$ cat src/logic/pso_map.svh
// Register indices, field positions, reset values and timing counts
`ifndef PSO_MAP_SVH
`define PSO_MAP_SVH

// Register indices; byte address is four times the index
`define PSO_IDX_CMD     4'h0
`define PSO_IDX_WREG    4'h1
`define PSO_IDX_PC      4'h2
`define PSO_IDX_STATUS  4'h3
`define PSO_IDX_CTRL    4'h4
`define PSO_IDX_RESULT  4'h5
`define PSO_IDX_OPTION  4'h6

// Status fields
`define PSO_ST_C        0
`define PSO_ST_DC       1
`define PSO_ST_Z        2
`define PSO_ST_PD       3
`define PSO_ST_TO       4
`define PSO_ST_PA_LO    5
`define PSO_ST_PA_HI    7

// Option fields
`define PSO_OPT_SRC     5
`define PSO_OPT_EDGE    4
`define PSO_OPT_ASSIGN  3
`define PSO_OPT_RATE_HI 2

// Command word fields
`define PSO_CMD_OP_HI   3
`define PSO_CMD_DEST    4
`define PSO_CMD_VAL_LO  8
`define PSO_CMD_VAL_HI  15
`define PSO_CMD_TGT_LO  16
`define PSO_CMD_TGT_HI  24

// Control fields
`define PSO_CTRL_RUN    0
`define PSO_CTRL_BUSY   1

// Reset values
`define PSO_OPT_RST     6'h3f
`define PSO_FLAG_RST    1'b1

// Last divider count; an instruction cycle is four clocks
`define PSO_CYC_DIV     2'h3

`endif

$ cat src/logic/pso_pkg.sv
// Types shared by the sequencing core
package pso_pkg;

  typedef enum logic [3:0] {
    PSO_OP_NOP     = 4'h0,
    PSO_OP_GOTO    = 4'h1,
    PSO_OP_CALL    = 4'h2,
    PSO_OP_MOV     = 4'h3,
    PSO_OP_ADD     = 4'h4,
    PSO_OP_SUB     = 4'h5,
    PSO_OP_AND     = 4'h6,
    PSO_OP_MOV_PCL = 4'h7,
    PSO_OP_ADD_PCL = 4'h8,
    PSO_OP_BSF_PCL = 4'h9,
    PSO_OP_OPTION  = 4'ha,
    PSO_OP_CLRWDT  = 4'hb,
    PSO_OP_SLEEP   = 4'hc
  } pso_op_t;

  typedef enum logic [3:0] {
    PSO_BS_IDLE  = 4'b0001,
    PSO_BS_RWAIT = 4'b0010,
    PSO_BS_RDONE = 4'b0100,
    PSO_BS_WDATA = 4'b1000
  } pso_bus_t;

endpackage : pso_pkg

$ cat src/logic/pso_core.sv
// Program counter, status flags and option register behind AHB-Lite
//
// What this block does
// Add sets nibble carry on low-nibble carry
// Subtract sets nibble carry when no nibble borrow
// Option register is six bits, write-only
// Option-load instruction copies working register in
// Any reset sets all option bits
// Option bit 5 selects timer source
// Option bit 4 selects external edge
// Option bit 3 routes prescaler; smallest lacks watchdog
// Rate field gives timer or watchdog division
// Counter advances each cycle while running, and on each executed command, unless loaded
// Jump loads counter bits 8 to 0
// Low counter byte readable and writable
// Loads copy page bits into counter 9,10
// Call and low-byte writes clear bit 8
// Move, add, bit-set to low byte load counter
// Page overflow continues; page bits unchanged
// Software itself updates page bits
// Reset sets counter to all ones
// Reset clears page-select bits
// Two page bits select 512-word pages
// Flag results override writes to status
// Timeout, power-down read-only, reset to one
// Counter width 9 to 11; extra pages ignored
// Zero flag set on zero result
`timescale 1ns/1ps
`include "pso_map.svh"

module pso_core
  import pso_pkg::*;
#(
  parameter int PC_W    = 11,
  parameter bit HAS_WDT = 1'b1
) (
  input  wire logic            hclk,
  input  wire logic            hresetn,
  input  wire logic            hsel,
  input  wire logic [31:0]     haddr,
  input  wire logic [1:0]      htrans,
  input  wire logic            hwrite,
  input  wire logic [2:0]      hsize,
  input  wire logic [31:0]     hwdata,
  input  wire logic            hready,
  output logic                 hreadyout,
  output logic                 hresp,
  output logic [31:0]          hrdata,
  input  wire logic            watchdog_timeout,
  output logic [PC_W-1:0]      pc_addr,
  output logic                 instruction_cycle_clock,
  output logic                 timer_source_select,
  output logic                 timer_edge_select,
  output logic                 prescaler_assign,
  output logic [2:0]           prescaler_rate,
  output logic [3:0]           timer_div_log2,
  output logic [2:0]           watchdog_div_log2
);

  ////////////////////////////////////////////////////////////////////////
  // Instruction cycle divider

  logic [1:0] cyc_cnt_reg;
  logic       tick;
  logic       icc_reg;

  assign tick = (cyc_cnt_reg == `PSO_CYC_DIV);

  always_ff @(posedge hclk or negedge hresetn) begin
    if (!hresetn) begin
      cyc_cnt_reg <= 2'h0;
    end else if (tick) begin
      cyc_cnt_reg <= 2'h0;
    end else begin
      cyc_cnt_reg <= cyc_cnt_reg + 2'h1;
    end
  end

  always_ff @(posedge hclk or negedge hresetn) begin
    if (!hresetn) begin
      icc_reg <= 1'b0;
    end else begin
      icc_reg <= cyc_cnt_reg[1];
    end
  end

  assign instruction_cycle_clock = icc_reg;

  ////////////////////////////////////////////////////////////////////////
  // AHB-Lite slave

  pso_bus_t   bus_reg;
  pso_bus_t   bus_next;
  logic [3:0] idx_reg;
  logic       accept;
  logic       wr_en;

  assign accept    = hsel && hready && htrans[1];
  assign wr_en     = (bus_reg == PSO_BS_WDATA);
  assign hreadyout = (bus_reg != PSO_BS_RWAIT);
  assign hresp     = 1'b0;

  always_comb begin
    bus_next = PSO_BS_IDLE;
    unique case (bus_reg)
      PSO_BS_RWAIT: bus_next = PSO_BS_RDONE;
      PSO_BS_IDLE, PSO_BS_RDONE, PSO_BS_WDATA: begin
        if (accept) begin
          bus_next = hwrite ? PSO_BS_WDATA : PSO_BS_RWAIT;
        end
      end
    endcase
  end

  always_ff @(posedge hclk or negedge hresetn) begin
    if (!hresetn) begin
      bus_reg <= PSO_BS_IDLE;
    end else begin
      bus_reg <= bus_next;
    end
  end

  // Addresses outside the word map fall on an index past the table
  always_ff @(posedge hclk or negedge hresetn) begin
    if (!hresetn) begin
      idx_reg <= 4'hf;
    end else if (accept) begin
      idx_reg <= (haddr[31:6] == 26'h0) ? haddr[5:2] : 4'hf;
    end
  end

  ////////////////////////////////////////////////////////////////////////
  // Software registers

  logic [7:0]  w_reg;
  logic        run_reg;
  logic        pend_reg;
  logic [24:0] cmd_reg;
  logic [7:0]  res_reg;
  logic        exec;

  assign exec = tick && pend_reg;

  always_ff @(posedge hclk or negedge hresetn) begin
    if (!hresetn) begin
      run_reg <= 1'b0;
    end else if (wr_en && idx_reg == `PSO_IDX_CTRL) begin
      run_reg <= hwdata[`PSO_CTRL_RUN];
    end
  end

  // A command written while one waits is dropped; busy shows it
  always_ff @(posedge hclk or negedge hresetn) begin
    if (!hresetn) begin
      pend_reg <= 1'b0;
      cmd_reg  <= 25'h0;
    end else if (wr_en && idx_reg == `PSO_IDX_CMD && !pend_reg) begin
      pend_reg <= 1'b1;
      cmd_reg  <= hwdata[24:0];
    end else if (exec) begin
      pend_reg <= 1'b0;
    end
  end

  ////////////////////////////////////////////////////////////////////////
  // Execution datapath

  pso_op_t    op;
  logic [7:0] val;
  logic [8:0] tgt;
  logic       to_status;
  logic [7:0] counter_low_byte;

  logic [7:0] st_pa_f;
  logic       st_to;
  logic       st_pd;
  logic       st_z;
  logic       st_dc;
  logic       st_c;
  logic [2:0] st_pa;

  logic [7:0] res;
  logic [8:0] sum9;
  logic [4:0] nib5;
  logic       arith;
  logic       zflag;
  logic       wr_res;

  always_comb begin
    unique case (cmd_reg[`PSO_CMD_OP_HI:0])
      4'h0, 4'h1, 4'h2, 4'h3, 4'h4, 4'h5, 4'h6,
      4'h7, 4'h8, 4'h9, 4'ha, 4'hb, 4'hc:
        op = pso_op_t'(cmd_reg[`PSO_CMD_OP_HI:0]);
      default: op = PSO_OP_NOP;
    endcase
  end

  assign val       = cmd_reg[`PSO_CMD_VAL_HI:`PSO_CMD_VAL_LO];
  assign tgt       = cmd_reg[`PSO_CMD_TGT_HI:`PSO_CMD_TGT_LO];
  assign to_status = cmd_reg[`PSO_CMD_DEST];
  assign counter_low_byte       = pc_addr[7:0];

  always_comb begin
    res    = w_reg;
    sum9   = 9'h000;
    nib5   = 5'h00;
    arith  = 1'b0;
    zflag  = 1'b0;
    wr_res = 1'b0;
    unique case (op)
      PSO_OP_ADD, PSO_OP_ADD_PCL: begin
        sum9  = {1'b0, (op == PSO_OP_ADD) ? val : counter_low_byte} + {1'b0, w_reg};
        nib5  = {1'b0, (op == PSO_OP_ADD) ? val[3:0] : counter_low_byte[3:0]}
              + {1'b0, w_reg[3:0]};
        res   = sum9[7:0];
        arith = 1'b1;
        zflag = 1'b1;
        wr_res = (op == PSO_OP_ADD);
      end
      PSO_OP_SUB: begin
        // Carry and nibble carry act as inverted borrows
        sum9  = {1'b0, val} + {1'b0, ~w_reg} + 9'h001;
        nib5  = {1'b0, val[3:0]} + {1'b0, ~w_reg[3:0]} + 5'h01;
        res   = sum9[7:0];
        arith = 1'b1;
        zflag = 1'b1;
        wr_res = 1'b1;
      end
      PSO_OP_AND: begin
        res    = val & w_reg;
        zflag  = 1'b1;
        wr_res = 1'b1;
      end
      PSO_OP_MOV: begin
        res    = w_reg;
        wr_res = 1'b1;
      end
      PSO_OP_BSF_PCL: res = counter_low_byte | (8'h01 << val[2:0]);
      PSO_OP_MOV_PCL: res = w_reg;
      default: res = w_reg;
    endcase
  end

  always_ff @(posedge hclk or negedge hresetn) begin
    if (!hresetn) begin
      res_reg <= 8'h00;
    end else if (exec) begin
      res_reg <= res;
    end
  end

  always_ff @(posedge hclk or negedge hresetn) begin
    if (!hresetn) begin
      w_reg <= 8'h00;
    end else if (exec && wr_res && !to_status) begin
      w_reg <= res;
    end else if (wr_en && idx_reg == `PSO_IDX_WREG) begin
      w_reg <= hwdata[7:0];
    end
  end

  ////////////////////////////////////////////////////////////////////////
  // Status flags

  logic st_wr_bus;
  logic st_wr_ins;

  assign st_wr_bus = wr_en && idx_reg == `PSO_IDX_STATUS;
  assign st_wr_ins = exec && wr_res && to_status;

  // Computed flags win over the data written to them
  always_ff @(posedge hclk or negedge hresetn) begin
    if (!hresetn) begin
      st_z  <= 1'b0;
      st_dc <= 1'b0;
      st_c  <= 1'b0;
    end else if (exec && (arith || zflag)) begin
      st_z <= (res == 8'h00);
      if (arith) begin
        st_dc <= nib5[4];
        st_c  <= sum9[8];
      end
    end else if (st_wr_ins || st_wr_bus) begin
      st_z  <= st_wr_ins ? res[`PSO_ST_Z]  : hwdata[`PSO_ST_Z];
      st_dc <= st_wr_ins ? res[`PSO_ST_DC] : hwdata[`PSO_ST_DC];
      st_c  <= st_wr_ins ? res[`PSO_ST_C]  : hwdata[`PSO_ST_C];
    end
  end

  // Page bits change only by explicit writes, never by the counter
  always_ff @(posedge hclk or negedge hresetn) begin
    if (!hresetn) begin
      st_pa <= 3'h0;
    end else if (st_wr_ins) begin
      st_pa <= res[`PSO_ST_PA_HI:`PSO_ST_PA_LO];
    end else if (st_wr_bus) begin
      st_pa <= hwdata[`PSO_ST_PA_HI:`PSO_ST_PA_LO];
    end
  end

  // Timeout and power-down are hardware-owned; no write reaches them
  always_ff @(posedge hclk or negedge hresetn) begin
    if (!hresetn) begin
      st_to <= `PSO_FLAG_RST;
      st_pd <= `PSO_FLAG_RST;
    end else if (watchdog_timeout) begin
      st_to <= 1'b0;
    end else if (exec && op == PSO_OP_CLRWDT) begin
      st_to <= 1'b1;
      st_pd <= 1'b1;
    end else if (exec && op == PSO_OP_SLEEP) begin
      st_to <= 1'b1;
      st_pd <= 1'b0;
    end
  end

  assign st_pa_f = {st_pa, st_to, st_pd, st_z, st_dc, st_c};

  ////////////////////////////////////////////////////////////////////////
  // Option register

  logic [5:0] opt_reg;

  always_ff @(posedge hclk or negedge hresetn) begin
    if (!hresetn) begin
      opt_reg <= `PSO_OPT_RST;
    end else if (exec && op == PSO_OP_OPTION) begin
      opt_reg <= w_reg[5:0];
    end
  end

  assign timer_source_select = opt_reg[`PSO_OPT_SRC];
  assign timer_edge_select   = opt_reg[`PSO_OPT_EDGE];
  // Without a watchdog path the prescaler stays on the timer
  assign prescaler_assign = HAS_WDT && opt_reg[`PSO_OPT_ASSIGN];
  assign prescaler_rate   = opt_reg[`PSO_OPT_RATE_HI:0];
  assign timer_div_log2   = {1'b0, prescaler_rate} + 4'h1;
  assign watchdog_div_log2 = prescaler_rate;

  ////////////////////////////////////////////////////////////////////////
  // Program counter

  logic [10:0]     ld11;
  logic [PC_W-1:0] pc_reg;
  logic            pc_load;

  // Page bits above the counter width fall off in the slice
  always_comb begin
    ld11    = {st_pa[1:0], 1'b0, res};
    pc_load = 1'b1;
    unique case (op)
      PSO_OP_GOTO: ld11 = {st_pa[1:0], tgt};
      PSO_OP_CALL: ld11 = {st_pa[1:0], 1'b0, val};
      PSO_OP_MOV_PCL, PSO_OP_ADD_PCL, PSO_OP_BSF_PCL:
        ld11 = {st_pa[1:0], 1'b0, res};
      default: pc_load = 1'b0;
    endcase
  end

  always_ff @(posedge hclk or negedge hresetn) begin
    if (!hresetn) begin
      pc_reg <= '1;
    end else if (exec && pc_load) begin
      pc_reg <= ld11[PC_W-1:0];
    end else if (exec || (tick && run_reg)) begin
      pc_reg <= pc_reg + 1'b1;
    end
  end

  assign pc_addr = pc_reg;

  ////////////////////////////////////////////////////////////////////////
  // Read data

  always_ff @(posedge hclk or negedge hresetn) begin
    if (!hresetn) begin
      hrdata <= 32'h0;
    end else if (bus_reg == PSO_BS_RWAIT) begin
      hrdata <= 32'h0;
      unique case (idx_reg)
        `PSO_IDX_WREG:   hrdata[7:0] <= w_reg;
        `PSO_IDX_PC:     hrdata[PC_W-1:0] <= pc_reg;
        `PSO_IDX_STATUS: hrdata[7:0] <= st_pa_f;
        `PSO_IDX_CTRL:   hrdata[1:0] <= {pend_reg, run_reg};
        `PSO_IDX_RESULT: hrdata[7:0] <= res_reg;
        default:         hrdata <= 32'h0;
      endcase
    end
  end

  ////////////////////////////////////////////////////////////////////////
  // Checks

  logic [10:0] pc_ext;
  logic [1:0]  page_mask;

  assign pc_ext    = 11'(pc_reg);
  assign page_mask = (PC_W > 10) ? 2'h3 : ((PC_W > 9) ? 2'h1 : 2'h0);

  a_pc_advance: assert property (@(posedge hclk) disable iff (!hresetn)
    tick && !pend_reg && run_reg |=> pc_reg == $past(pc_reg) + 1'b1)
    else $error("counter did not advance");

  a_goto_load: assert property (@(posedge hclk) disable iff (!hresetn)
    exec && op == PSO_OP_GOTO |=> pc_ext[8:0] == $past(tgt))
    else $error("jump target not loaded");

  a_call_clear8: assert property (@(posedge hclk) disable iff (!hresetn)
    exec && op == PSO_OP_CALL |=> pc_ext[7:0] == $past(val) && !pc_ext[8])
    else $error("call load wrong");

  a_page_copy: assert property (@(posedge hclk) disable iff (!hresetn)
    exec && pc_load |=> pc_ext[10:9] == ($past(st_pa[1:0]) & page_mask))
    else $error("page bits not copied");

  a_page_wrap: assert property (@(posedge hclk) disable iff (!hresetn)
    tick && !pend_reg && run_reg && pc_ext[8:0] == 9'h1ff
    |=> pc_ext[8:0] == 9'h000 && $stable(st_pa))
    else $error("page overflow wrong");

  a_nib_add: assert property (@(posedge hclk) disable iff (!hresetn)
    exec && op == PSO_OP_ADD
    |=> st_dc == ($past(5'(val[3:0]) + 5'(w_reg[3:0])) > 5'h0f))
    else $error("add nibble carry wrong");

  a_nib_sub: assert property (@(posedge hclk) disable iff (!hresetn)
    exec && op == PSO_OP_SUB |=> st_dc == $past(val[3:0] >= w_reg[3:0]))
    else $error("subtract nibble borrow wrong");

  a_option_load: assert property (@(posedge hclk) disable iff (!hresetn)
    exec && op == PSO_OP_OPTION |=> opt_reg == $past(w_reg[5:0]))
    else $error("option not loaded");

  a_zero_flag: assert property (@(posedge hclk) disable iff (!hresetn)
    exec && zflag |=> st_z == (res_reg == 8'h00))
    else $error("zero flag wrong");

  a_option_hidden: assert property (@(posedge hclk) disable iff (!hresetn)
    bus_reg == PSO_BS_RWAIT && idx_reg == `PSO_IDX_OPTION |=> hrdata == 32'h0)
    else $error("option readable");

  c_goto: cover property (@(posedge hclk) disable iff (!hresetn)
    exec && op == PSO_OP_GOTO);
  c_pcl_add: cover property (@(posedge hclk) disable iff (!hresetn)
    exec && op == PSO_OP_ADD_PCL);
  c_wrap: cover property (@(posedge hclk) disable iff (!hresetn)
    tick && run_reg && pc_ext[8:0] == 9'h1ff);
  c_read: cover property (@(posedge hclk) disable iff (!hresetn)
    bus_reg == PSO_BS_RDONE && idx_reg == `PSO_IDX_STATUS);

endmodule : pso_core

$ cat config.mk
export PLATFORM = sky130hd
export DESIGN_NAME = pso_core
export DESIGN_NICKNAME = d
export VERILOG_FILES = /design/src/logic/pso_pkg.sv /design/src/logic/pso_core.sv
export VERILOG_INCLUDE_DIRS = /design/src /design/src/logic
export SDC_FILE = /design/constraint.sdc
export NUM_CORES = 1
export LEC_CHECK = 0
export BUFFER_PORTS_ARGS = -buffer_cell sky130_fd_sc_hd__buf_2
export CAP_MARGIN = 10
export CORE_MARGIN = 8
export CORE_UTILIZATION = 36
export DETAILED_ROUTE_END_ITERATION = 16
export PLACE_DENSITY = 0.65
export RECOVER_POWER = 50
export REMOVE_ABC_BUFFERS = 1
export SKIP_LAST_GASP = 1
export SYNTH_ARGS = -nofsm -noshare
export SYNTH_HDL_FRONTEND = slang
export SYNTH_SLANG_ARGS = --single-unit
$ cat constraint.sdc
create_clock -name hclk -period 4.3 [get_ports hclk]
set_input_delay 0.645 -clock hclk [delete_from_list [all_inputs] [get_ports hclk]]
set_output_delay 0.645 -clock hclk [all_outputs]
set_load 0.03 [all_outputs]
==> flow_summary.rst <==
.. list-table::
   :header-rows: 1

   * - Metric
     - Value
   * - Worst Setup End Kind
     - flip-flop
   * - Floorplan die area
     - a little over 0.02 mm^2
   * - Gr usage total
     - between 10% and 20%
   * - Diodes inserted
     - 0
   * - Total count of max-transition violations in the final report
     - 70
   * - Total grt overflow
     - 0
   * - Count of state elements after synthesis
     - between 80 and 90
   * - Fin cells
     - between 900 and 1000
   * - Cell mode on critical path
     - a21oi_1
   * - Detail Placement HPWL
     - between 10 and 15 mm
   * - Top-level I/O count
     - 134
   * - Data required time of the worst path
     - 4.58 ns
   * - Arrival @ worst endpoint
     - 3.59 ns
   * - CTS root buf
     - clkbuf_16
   * - Fin crit period
     - approximately 3.3 ns
   * - Synthesized netlist cell count
     - ~620
   * - Maximum Capacitance Violations
     - 1
   * - Crit path kind
     - flip-flop to flip-flop
   * - Detailed-routing iteration count for the pre-antenna-repair pass
     - 5
   * - Core area
     - between 0.015 and 0.02 mm^2
   * - TritonCTS clock tree
     - yes
   * - Clock buffer depth
     - 2
   * - Run status
     - finished with violations
   * - Wire length of the first global-routing pass
     - 27.9 mm
   * - Critical Path Slowest Stage Cell
     - nor3_2
   * - Per-cell routed wire length
     - ~19 um
   * - Hold violation count in the final report
     - 0
   * - Routed wire length
     - ~17 mm
   * - Detailed router's first-iteration violation count
     - between 300 and 400
   * - Vertical die dimension
     - about 140 um
   * - Layout Area Growth over Synthesis
     - 15.4%
   * - Peak clock frequency supported by timing
     - 302 MHz
   * - Worst supply voltage drop on vdd
     - approximately 0.27 mV
   * - Startpoint type of the worst setup path
     - flip-flop
   * - Sum Neg Setup Slack
     - 0 ns
   * - Failing checks
     - capacitance limit, slew limit
   * - Largest stage delay on the critical path
     - 0.42 ns
   * - Number of vias after detailed routing
     - approximately 5100
   * - Pleak
     - 2.99 nW
   * - Busiest metal layer after global routing
     - met2
   * - Total number of nets in the final design
     - 818
   * - Max_slew headroom
     - -16.6%
   * - Pin count of the biggest net entering global routing
     - 70
   * - Worst Clk Skew
     - between 0.01 and 0.015 ns
   * - Vias/cell
     - about 5.5
   * - Number of failing setup endpoints in the final timing report
     - 0
   * - Critical path fanouts, max
     - 6
   * - Placer Congestion
     - 0.837
   * - H-tree depth reported by CTS
     - 3
   * - Max FFs per register
     - 22
   * - Number of enable flip-flop cells after synthesis
     - 0
   * - M3 GR Usage
     - under 10%
   * - Number of hold buffers added after cts
     - 0
   * - Global Route met2 Usage
     - a little over a quarter
   * - Post-CTS repair timing setup buffer count
     - 0
   * - Count of buffers inserted at the top-level ports
     - 98
   * - Via count of the first global-routing pass
     - between 5000 and 6000
   * - Power density normalized to cell area
     - between 300 and 400 mW/mm^2
   * - Met1 usage
     - between 20% and 30%
   * - Initial antenna violation count
     - 0
   * - Slew @ Worst Pin
     - 1.75 ns
   * - Yosys warns
     - 0
   * - DRC Markers
     - 0
   * - Number of cells upsized or downsized after cts
     - 0
   * - Number of inserted filler cells in the final layout
     - around 1600
   * - # placed instances
     - a little over 900
   * - Share of synthesized flip-flops with an asynchronous set or reset
     - 100%
   * - Unrepaired setup endpoints after global routing
     - no
   * - Clock slew at reported path FFs
     - 0.07 ns
   * - Average cell area after synthesis
     - between 9 and 10 um^2
   * - Cts bufs inserted
     - 9
   * - Sequential-to-total area share from yosys stat
     - around 38%
   * - Fraction of the cycle the final worst path needs
     - 77.0%
   * - Critical Path, Cell by Cell
     - nand2b_1 > nor3_2 > mux2_2 > ha_1 > a21oi_1 > o2111ai_1 > and3_1 > nor3_1 > o32ai_2 > or3_1 > a21oi_1
   * - Share of post-route cells with drive strength above 1
     - ~28%
   * - Starting utilization of the core area
     - between 30 and 40%
   * - Row cnt
     - 46
   * - Clock sinks
     - 87
   * - Post-layout power
     - 2.32 mW
   * - Die Span X
     - ~140 um
   * - Most instantiated flip-flop cell in the synthesis netlist
     - dfrtp_1
   * - Netlist Area Pre-Place
     - just under 0.006 mm^2
   * - Worst skew pair latency
     - around 0.36 ns
   * - Path class of the lowest-slack min-delay path
     - flip-flop to flip-flop
   * - Number of nets with antenna violations after detailed routing
     - 0
   * - Number of distinct library cells after synthesis
     - 77
routing by layer:
layer  vias to the layer above  wire [um]  share of wire [%]
met2                       188       7910                 46
met1                      2487       7970                 46
met4                         0        216                1.2
li1                       2434          -                  -
met3                        13       1220                7.1
met5                         -          0                  0
cell families (layout without fill, tap and decap cells):
logic type                 after synthesis  in the layout  share of synthesized area [%]
adders and majority gates               30             30                           6.69
AOI/OAI and AO/OA                      163            163                           19.6
and+or+nand+nor                        205            205                           17.9
buffers and inverters                   80            153                           7.29
xor gates and xnor gates                10             10                           1.50
DFF                                     87             87                           37.8
muxes                                   48             48                           9.09
other                                    1             22                         0.0643
Yosys cell counts, types with 5 or more instances:
master	count	share of area (%)
dfstp_2	24	11
and3_1	8	0.86
a22oi_1	5	0.64
nand3_1	13	1.1
mux2_2	40	7.7
nor3b_1	5	0.64
nor3_1	17	1.5
dfrtp_1	63	27
o21a_1	7	0.90
mux2i_1	8	1.4
clkbuf_1	20	1.3
a222oi_1	7	1.2
o22a_1	9	1.4
buf_4	26	3.3
a221oi_1	10	1.5
o21ai_0	39	3.3
nor4_1	8	0.86
o22ai_1	5	0.54
ha_1	28	6.0
a21o_1	5	0.64
xor2_1	8	1.2
a21oi_1	31	2.7
nand2b_1	6	0.64
inv_1	22	1.4
nand2_1	78	5.0
nor2_1	34	2.2
nand4_1	7	0.75
buf_2	9	0.77
layout make-up:
cell class | instances | area, um^2 | share of cell area (%)
repair buffers | 115 | 602 | 8.94
flip-flops and latches | 87 | 2210 | 32.8
inverters | 22 | 82.6 | 1.23
clock buffers | 12 | 256 | 3.81
well taps | 216 | 270 | 4.01
clock inverters | 4 | 28.8 | 0.427
multi-input cells | 478 | 3290 | 48.8
path summary, 6_finish.rpt:
check	endpoint	from	slack (ns)	cells past startpoint
min reg2reg	instruction_cycle_clock$_DFF_PN0_	cyc_cnt_reg[1]$_DFF_PN0_	0.39	0
min in group asynchronous	cyc_cnt_reg[0]$_DFF_PN0_	hresetn	0.74	1
max reg2reg	pc_addr[7]$_DFFE_PN1P_	cmd_reg[3]$_DFFE_PN0P_	0.99	11
max in group asynchronous	w_reg[3]$_DFFE_PN0P_	hresetn	1.91	2
min	instruction_cycle_clock$_DFF_PN0_	cyc_cnt_reg[1]$_DFF_PN0_	0.39	0
max	pc_addr[7]$_DFFE_PN1P_	cmd_reg[3]$_DFFE_PN0P_	0.99	11
worst max-delay path: cells and delay by family (launching register included):
kind	cells	cell delay, ns
flops	1	0.38
fa+ha+maj	1	0.27
mux	1	0.41
compound gates	4	0.84
simple gates	5	1.34
placed cells by master, fill, tap and decap left out, drive strengths merged, types with 5 or more instances in the layout:
cell    instances
nand2          79
nor2           35
dfrtp          63
a21o            5
nand3          13
buf           103
nand4           7
clkbuf         24
nor3b           5
o22a            9
o21a            7
mux2           40
o22ai           5
mux2i           8
a21oi          31
dfstp          24
inv            23
ha             28
a22oi           6
a222oi          7
and3            8
a221oi         10
nor3           19
xor2            8
o21ai          43
nor4            8
nand2b          6
conb           22
power breakdown:
group / internal, mW / switching, mW
logic: 0.228 / 0.336
registers: 0.882 / 0.0964
clock network: 0.425 / 0.349
total: 1.54 / 0.781
through the flow:
step	setup WS (ns)	cell area, um^2	util, %	hold slack, ns
2_1_floorplan	1.11	5570	-	0.349
3_3_place_gp	1.08	6470	40.7	0.364
3_5_place_dp	1.05	6470	40.7	0.369
4_1_cts	1.02	6750	42.5	0.395
5_1_grt	0.781	6740	42.4	0.416
6_report	0.990	6740	42.4	0.394
No activity file was read; power rests on OpenSTA's default activity.
